## config.mk

```make
export PLATFORM = sky130hd
export DESIGN_NAME = lcdsps_top
export DESIGN_NICKNAME = d
export VERILOG_FILES = /design/src/pkg/lcdsps_pkg.sv /design/src/design/lcdsps_top.sv /design/src/design/lcdsps_pin_cell.sv
export VERILOG_INCLUDE_DIRS = /design/src /design/src/pkg
export SDC_FILE = /design/constraint.sdc
export NUM_CORES = 1
export LEC_CHECK = 0
export ABC_AREA = 1
export BUFFER_PORTS_ARGS = -buffer_cell sky130_fd_sc_hd__buf_2
export CORE_MARGIN = 5
export CORE_UTILIZATION = 45
export DETAILED_ROUTE_END_ITERATION = 12
export PLACE_DENSITY = 0.79
export RECOVER_POWER = 100
export SYNTH_ARGS = -nofsm -noshare
export SYNTH_HDL_FRONTEND = slang
export SYNTH_SLANG_ARGS = --single-unit
```

## constraint.sdc

```tcl
create_clock -name core_clk -period 1.7 [get_ports core_clk]
set_input_delay 0.17 -clock core_clk [delete_from_list [all_inputs] [get_ports core_clk]]
set_output_delay 0.17 -clock core_clk [all_outputs]
set_load 0.005 [all_outputs]
```

## src/pkg/lcdsps_map.svh

```systemverilog
`ifndef LCDSPS_MAP_SVH
`define LCDSPS_MAP_SVH

// Register indices; the byte address on the bus is four times the index
`define LCDSPS_IDX_PORT_C 18'h0F8F1
`define LCDSPS_IDX_PORT_D 18'h0F8F2
`define LCDSPS_IDX_PORT_E 18'h0F8F3
`define LCDSPS_IDX_PORT_F 18'h0F8F4
`define LCDSPS_IDX_STATUS 18'h0F8F5

`define LCDSPS_SEL_RESET 8'h00
`define LCDSPS_GROUPS 4
`define LCDSPS_PINS 32
`define LCDSPS_PORT_C 2'h0
`define LCDSPS_PORT_D 2'h1
`define LCDSPS_PORT_E 2'h2
`define LCDSPS_PORT_F 2'h3

// Display mode codes as seen on lcd_mode
`define LCDSPS_MODE_STOP 2'h0

// Status register fields
`define LCDSPS_STAT_MODE_LSB 0
`define LCDSPS_STAT_MODE_MSB 1
`define LCDSPS_STAT_ANY_SEG 2
`define LCDSPS_STAT_ALL_SEG 3

`endif

```

## src/pkg/lcdsps_pkg.sv

```systemverilog
package lcdsps_pkg;

  // Port logic drive toward the pins, one bit per shared pin
  typedef struct packed {
    logic [31:0] out;
    logic [31:0] oe;
  } lcdsps_drive_t;

  // Pad drive produced by the block
  typedef struct packed {
    logic [31:0] out;
    logic [31:0] oe;
  } lcdsps_pad_t;

  typedef struct packed {
    logic [3:0][7:0] sel;
    logic [31:0] prdata;
    logic pready;
    logic pslverr;
    logic [7:0] status;
  } lcdsps_state_t;

  typedef struct packed {
    logic in_meta;
    logic in_sync;
    logic port_in;
    logic pad_out;
    logic pad_oe;
  } lcdsps_cell_t;

endpackage : lcdsps_pkg

```

## src/design/lcdsps_top.sv

```systemverilog
// Our own choice: register access over APB.
`timescale 1ns/1ps
`include "lcdsps_map.svh"

module lcdsps_top (
  input wire logic core_clk,
  input wire logic nrst,
  input wire logic psel,
  input wire logic penable,
  input wire logic pwrite,
  input wire logic [19:0] paddr,
  input wire logic [31:0] pwdata,
  input wire logic [3:0] pstrb,
  output logic [31:0] prdata,
  output logic pready,
  output logic pslverr,
  input wire lcdsps_pkg::lcdsps_drive_t port_drive,
  input wire logic [1:0] lcd_mode,
  input wire logic [31:0] seg_wave,
  input wire logic [31:0] pad_in,
  output lcdsps_pkg::lcdsps_pad_t pad,
  output logic [31:0] port_in,
  output logic [31:0] sel_seg
);

  lcdsps_pkg::lcdsps_state_t st_reg;
  lcdsps_pkg::lcdsps_state_t st_next;

  // Bus phase decode
  logic setup_phase;
  logic access_phase;
  logic access_done;
  logic lane0_valid;
  logic wr_commit;

  // Address decode
  logic [17:0] reg_idx;
  logic addr_aligned;
  logic hit_port_c;
  logic hit_port_d;
  logic hit_port_e;
  logic hit_port_f;
  logic hit_sel;
  logic hit_status;
  logic [1:0] sel_group;
  logic refuse;

  // Per-port views of the select bits; bit n of each view is pin n of that port
  logic [7:0] sel_port_c;
  logic [7:0] sel_port_d;
  logic [7:0] sel_port_e;
  logic [7:0] sel_port_f;

  // Read path
  logic [7:0] sel_read;
  logic [31:0] read_value;
  logic [31:0] prdata_next;
  logic pslverr_next;

  // Per-group write strobes and summaries
  logic [`LCDSPS_GROUPS-1:0] grp_hit;
  logic [`LCDSPS_GROUPS-1:0] grp_wr;
  logic [`LCDSPS_GROUPS-1:0] grp_any;
  logic [`LCDSPS_GROUPS-1:0] grp_all;

  // Pin side
  logic [31:0] sel_flat;
  logic display_on;
  logic [7:0] status_next;

  assign sel_flat = st_reg.sel;
  assign display_on = (lcd_mode != `LCDSPS_MODE_STOP);

  assign sel_port_c = st_reg.sel[`LCDSPS_PORT_C];
  assign sel_port_d = st_reg.sel[`LCDSPS_PORT_D];
  assign sel_port_e = st_reg.sel[`LCDSPS_PORT_E];
  assign sel_port_f = st_reg.sel[`LCDSPS_PORT_F];

  assign reg_idx = paddr[19:2];
  assign addr_aligned = (paddr[1:0] == 2'h0);

  assign setup_phase = psel && !penable;
  assign access_phase = psel && penable;
  // The access only ends in the cycle in which our own registered ready stands
  assign access_done = access_phase && st_reg.pready;
  // Only byte lane 0 carries register bits; other lanes are ignored
  assign lane0_valid = pstrb[0];
  assign wr_commit = access_done && pwrite && lane0_valid;

  // Address decode: indices map to word addresses
  always_comb begin
    hit_port_c = 1'b0;
    hit_port_d = 1'b0;
    hit_port_e = 1'b0;
    hit_port_f = 1'b0;
    hit_status = 1'b0;
    if (!addr_aligned) begin
      hit_status = 1'b0;
    end else if (reg_idx == `LCDSPS_IDX_PORT_C) begin
      hit_port_c = 1'b1;
    end else if (reg_idx == `LCDSPS_IDX_PORT_D) begin
      hit_port_d = 1'b1;
    end else if (reg_idx == `LCDSPS_IDX_PORT_E) begin
      hit_port_e = 1'b1;
    end else if (reg_idx == `LCDSPS_IDX_PORT_F) begin
      hit_port_f = 1'b1;
    end else if (reg_idx == `LCDSPS_IDX_STATUS) begin
      hit_status = 1'b1;
    end
  end

  assign hit_sel = hit_port_c || hit_port_d || hit_port_e || hit_port_f;

  // Group index of the addressed select register
  always_comb begin
    sel_group = `LCDSPS_PORT_C;
    if (hit_port_d) begin
      sel_group = `LCDSPS_PORT_D;
    end else if (hit_port_e) begin
      sel_group = `LCDSPS_PORT_E;
    end else if (hit_port_f) begin
      sel_group = `LCDSPS_PORT_F;
    end
  end

  // Select byte seen by a read
  always_comb begin
    sel_read = 8'h00;
    if (hit_port_c) begin
      sel_read = sel_port_c;
    end else if (hit_port_d) begin
      sel_read = sel_port_d;
    end else if (hit_port_e) begin
      sel_read = sel_port_e;
    end else if (hit_port_f) begin
      sel_read = sel_port_f;
    end
  end

  // Read mux; upper bits of the word read as zero
  always_comb begin
    read_value = 32'h0000_0000;
    if (hit_sel) begin
      read_value = {24'h00_0000, sel_read};
    end else if (hit_status) begin
      read_value = {24'h00_0000, st_reg.status};
    end
  end

  // Status is read-only; unmapped or misaligned addresses are refused
  assign refuse = !(hit_sel || (hit_status && !pwrite));

  // Response is captured in setup so that it stands with ready in the access cycle
  always_comb begin
    prdata_next = st_reg.prdata;
    pslverr_next = st_reg.pslverr;
    if (setup_phase) begin
      prdata_next = pwrite ? 32'h0000_0000 : read_value;
      pslverr_next = refuse;
    end else if (access_done) begin
      prdata_next = 32'h0000_0000;
      pslverr_next = 1'b0;
    end
  end

  // One write strobe and two summaries (any pin, all pins) per select register
  genvar k;
  generate
    for (k = 0; k < `LCDSPS_GROUPS; k = k + 1) begin : g_grp
      assign grp_hit[k] = hit_sel && (sel_group == 2'(k));
      assign grp_wr[k] = grp_hit[k] && wr_commit;
      assign grp_any[k] = |st_reg.sel[k];
      assign grp_all[k] = &st_reg.sel[k];
    end
  endgenerate

  // Status: mode in the low bits, then whether any or all pins are segments
  always_comb begin
    status_next = 8'h00;
    status_next[`LCDSPS_STAT_MODE_MSB:`LCDSPS_STAT_MODE_LSB] = lcd_mode;
    status_next[`LCDSPS_STAT_ANY_SEG] = |grp_any;
    status_next[`LCDSPS_STAT_ALL_SEG] = &grp_all;
  end

  always_comb begin
    st_next = st_reg;
    // No wait state: pready stands in the first access cycle, data prepared in setup
    st_next.pready = setup_phase;
    st_next.prdata = prdata_next;
    st_next.pslverr = pslverr_next;
    // A refused or lane-less write leaves every select untouched
    for (int i = 0; i < `LCDSPS_GROUPS; i++) begin
      if (grp_wr[i]) begin
        st_next.sel[i] = pwdata[7:0];
      end
    end
    st_next.status = status_next;
  end

  always_ff @(posedge core_clk or negedge nrst) begin
    if (!nrst) begin
      st_reg.sel <= {`LCDSPS_GROUPS{`LCDSPS_SEL_RESET}};
      st_reg.prdata <= 32'h0000_0000;
      st_reg.pready <= 1'b0;
      st_reg.pslverr <= 1'b0;
      st_reg.status <= 8'h00;
    end else begin
      st_reg <= st_next;
    end
  end

  // Pin cells register the pad, so the pins follow sel_seg one edge later
  genvar g;
  generate
    for (g = 0; g < `LCDSPS_PINS; g = g + 1) begin : g_pin
      lcdsps_pin_cell u_cell (
        .core_clk(core_clk),
        .nrst(nrst),
        .sel_seg(sel_flat[g]),
        .display_on(display_on),
        .seg_level(seg_wave[g]),
        .port_out(port_drive.out[g]),
        .port_oe(port_drive.oe[g]),
        .pad_in(pad_in[g]),
        .pad_out(pad.out[g]),
        .pad_oe(pad.oe[g]),
        .port_in(port_in[g])
      );
    end
  endgenerate

  assign prdata = st_reg.prdata;
  assign pready = st_reg.pready;
  assign pslverr = st_reg.pslverr;
  assign sel_seg = sel_flat;

endmodule : lcdsps_top

```

## src/design/lcdsps_pin_cell.sv

```systemverilog
`timescale 1ns/1ps
`include "lcdsps_map.svh"

module lcdsps_pin_cell (
  input wire logic core_clk,
  input wire logic nrst,
  input wire logic sel_seg,
  input wire logic display_on,
  input wire logic seg_level,
  input wire logic port_out,
  input wire logic port_oe,
  input wire logic pad_in,
  output logic pad_out,
  output logic pad_oe,
  output logic port_in
);

  lcdsps_pkg::lcdsps_cell_t st_reg;
  lcdsps_pkg::lcdsps_cell_t st_next;

  always_comb begin
    st_next = st_reg;
    st_next.in_meta = pad_in;
    st_next.in_sync = st_reg.in_meta;
    if (sel_seg) begin
      st_next.pad_oe = 1'b1;
      // Held at ground until the display runs, so the panel sees no DC
      st_next.pad_out = display_on ? seg_level : 1'b0;
      // Port logic reads a quiet zero instead of its own segment waveform
      st_next.port_in = 1'b0;
    end else begin
      st_next.pad_oe = port_oe;
      st_next.pad_out = port_out;
      st_next.port_in = st_reg.in_sync;
    end
  end

  always_ff @(posedge core_clk or negedge nrst) begin
    if (!nrst) begin
      st_reg <= '0;
    end else begin
      st_reg <= st_next;
    end
  end

  assign pad_out = st_reg.pad_out;
  assign pad_oe = st_reg.pad_oe;
  assign port_in = st_reg.port_in;

endmodule : lcdsps_pin_cell

```

==> reports/results.ini <==
[floorplanning]
placementRows=51
start_util_pct=45.4
coreArea_um2=19300
die_area_um2=22300
ios=353
die_w_um=149
die_h_um=149

[placement]
post_dp_cell_area_um2=9660
hpwl_um=17400
portBuffers=301
place_inst=1318
place.gp.congestion=0.845
place_ws_ns=-0.119

[power_and_ir_drop]
finalPower_mw=10.8
powerDensity_nw_per_um2=936
p_leak_nw=5.76
ir_drop_mv=0.723

[flow_run]
maxCapViolCount=0

[timing]
hold_violations=0
tns_ns=0
layout_setup_ws_ns=0.0684
slew_headroom_pct=33.7
worst_slew_pin_slew_ns=0.995
slew_viol_final=0
skew_ns=0.0197
max_clock_freq_mhz=613
fin_hold_ws_ns=0.0635
rsz0062_at_grt=false
min_period_over_period_pct=96.0
finalSetupViolations=0
fin_crit_ns=1.63

[yosys]
yosys_warnings=0
yosysMostFrequentCell=dfrtp_1
ys.flop_type=dfrtp_1
synth-seq-cells=206
synth_common_cells=206 x dfrtp_1, 161 x buf_4, 161 x nand2_1, 90 x inv_1, 72 x nor2_1
synth_edf_count=0
synth_fa_ha_area_share_pct=0
ys_seq_area_share_pct=59.0
synth_cell_type_count=31
synth.largest_area_cell=dfrtp_1
synthTopCellsByArea=dfrtp_1 59%, buf_4 14%, nand2_1 6.9%
synthesis.area_um2=8740
synth-simple-area-share_pct=19.6
synth.top_cell.area_share_pct=59.0
synth_mux_area_share_pct=0
synth_top_family_by_area=simple AND/OR/NAND/NOR gates
syn_inst=870
postSynthAreaPerCell_um2=10.0
synth_compound_area_share_pct=2.83
synth_xor_area_share_pct=0
async_reset_ff_share_pct=100

[status]
status=finished clean

[cts]
h-tree-depth=1
numClockSinks=206
clk_transition_reported_paths_ns=0.07
clk_latency_ns=0.51
cts-buffers-inserted=22
cts_buffer_depth=3
root_buffer=clkbuf_16
cts_tree=done

[layout]
nFillCells=1620
fin_util_pct=59.8
nNetsFinal=1409
multi_input_area_um2=2030
final_cells=1500
final_layout_size_suffix_gt1_share_pct=23.9
ff_latch_area_um2=5150
design_area_um2=11500
syn_to_final_growth_pct=31.8

[drt]
first_pass_iters=5
antenna_left=0
drc_errors=0
wirelength_um=25800
drt_iter0_markers=397
vias_per_cell=4.63
num_vias=6950
wire_per_inst_um=17.2

[global_routing]
grt_pass1_vias=7338
grt_use_total_pct=22.6
overflow=0
antenna_found_initial=2
grt_pass1_wl_um=38900
grt_max_degree=64

[setup_path]
path_class=reg -> out
end_kind=output pin
crit_arrival_ns=1.46
critPathLaunchType=flip-flop
crit_fanout=6
required_ns=1.53

[worst_hold_path]
worst_hold_path_type=in -> reg

[logic make-up (layout without fill, tap and decap cells)]
kind of cell | after synthesis | after routing
compound gates | 43 | 43
flops | 206 | 206
other cells | 1 | 27
simple gates | 359 | 359
buf+inv | 261 | 600
[cell usage in the layout (no fill, tap or decap), types with 2 or more instances in the layout]
master,netlist,routed
nor4_1,11,11
nor2_4,3,3
buf_4,161,7
nand2_2,6,7
nand4_1,19,19
nand3_4,1,2
clkbuf_8,0,2
nand3_1,38,38
buf_2,1,188
inv_1,90,89
buf_1,0,2
nor2_2,5,5
clkinv_2,0,2
a21oi_1,8,8
clkbuf_2,0,8
bufinv_16,0,3
clkbuf_1,4,131
clkbuf_16,0,22
dfrtp_1,206,206
nand2_1,161,161
or2_2,33,33
diode_2,0,3
o21ai_1,10,2
o21ai_0,16,31
dlygate4sd3_1,0,141
nor2_1,72,72
conb_1,1,24
[repair_timing]
action	CTS	global route
resized for setup	1	1
hold endpoints to repair	317	0
hold buffers	141	0
setup endpoints to repair	8	6
setup buffers	0	0
[critical path: stages (launching register included)]
cell	delay [ns]
dfrtp_1	0.35
clkbuf_1	0.41
clkbuf_2	0.20
[report_power, final]
group	total, mW	internal [mW]	switching (mW)
Sequential	5.14	5.09	0.0542
Clock	4.79	2.90	1.89
Combinational	0.860	0.456	0.404
[per-layer routing]
metal	global-route usage (%)	vias to the layer above	share of wire, %
li1	-	3203	-
met1	26.4	3301	36
met2	40.0	349	51
met3	4.98	97	7.5
met4	9.79	0	4.8
met5	0	-	0
[final timing paths]
check | cells past startpoint | endpoint | startpoint | slack [ns]
worst max-delay path | 2 | sel_seg[9] | sel_port_d[1]$_DFFE_PN0P_ | 0.07
worst min-delay path | 3 | pslverr$_DFFE_PN0P_ | pwrite | 0.06
worst max register to register | 4 | st_reg[2]$_DFF_PN0_ | sel_port_c[1]$_DFFE_PN0P_ | 0.14
worst min register to register | 0 | g_pin[20].u_cell.st_reg[3]$_DFF_PN0_ | g_pin[20].u_cell.st_next[3]$_DFF_PN0_ | 0.34
max in group asynchronous | 3 | g_pin[19].u_cell.st_reg[3]$_DFF_PN0_ | nrst | 0.38
min in group asynchronous | 2 | g_pin[30].u_cell.pad_oe$_DFF_PN0_ | nrst | 0.09
[final cells by class]
class                   count  area share (%)
multi-input cells         426            17.6
clock buffers              31            5.16
inverters                  91            3.01
flip-flops and latches    206            44.7
repair buffers            471            25.5
well taps                 265            2.88
clock inverters             7            1.08
diodes                      3          0.0652
Note: power is estimated with default switching activity, not from simulation.
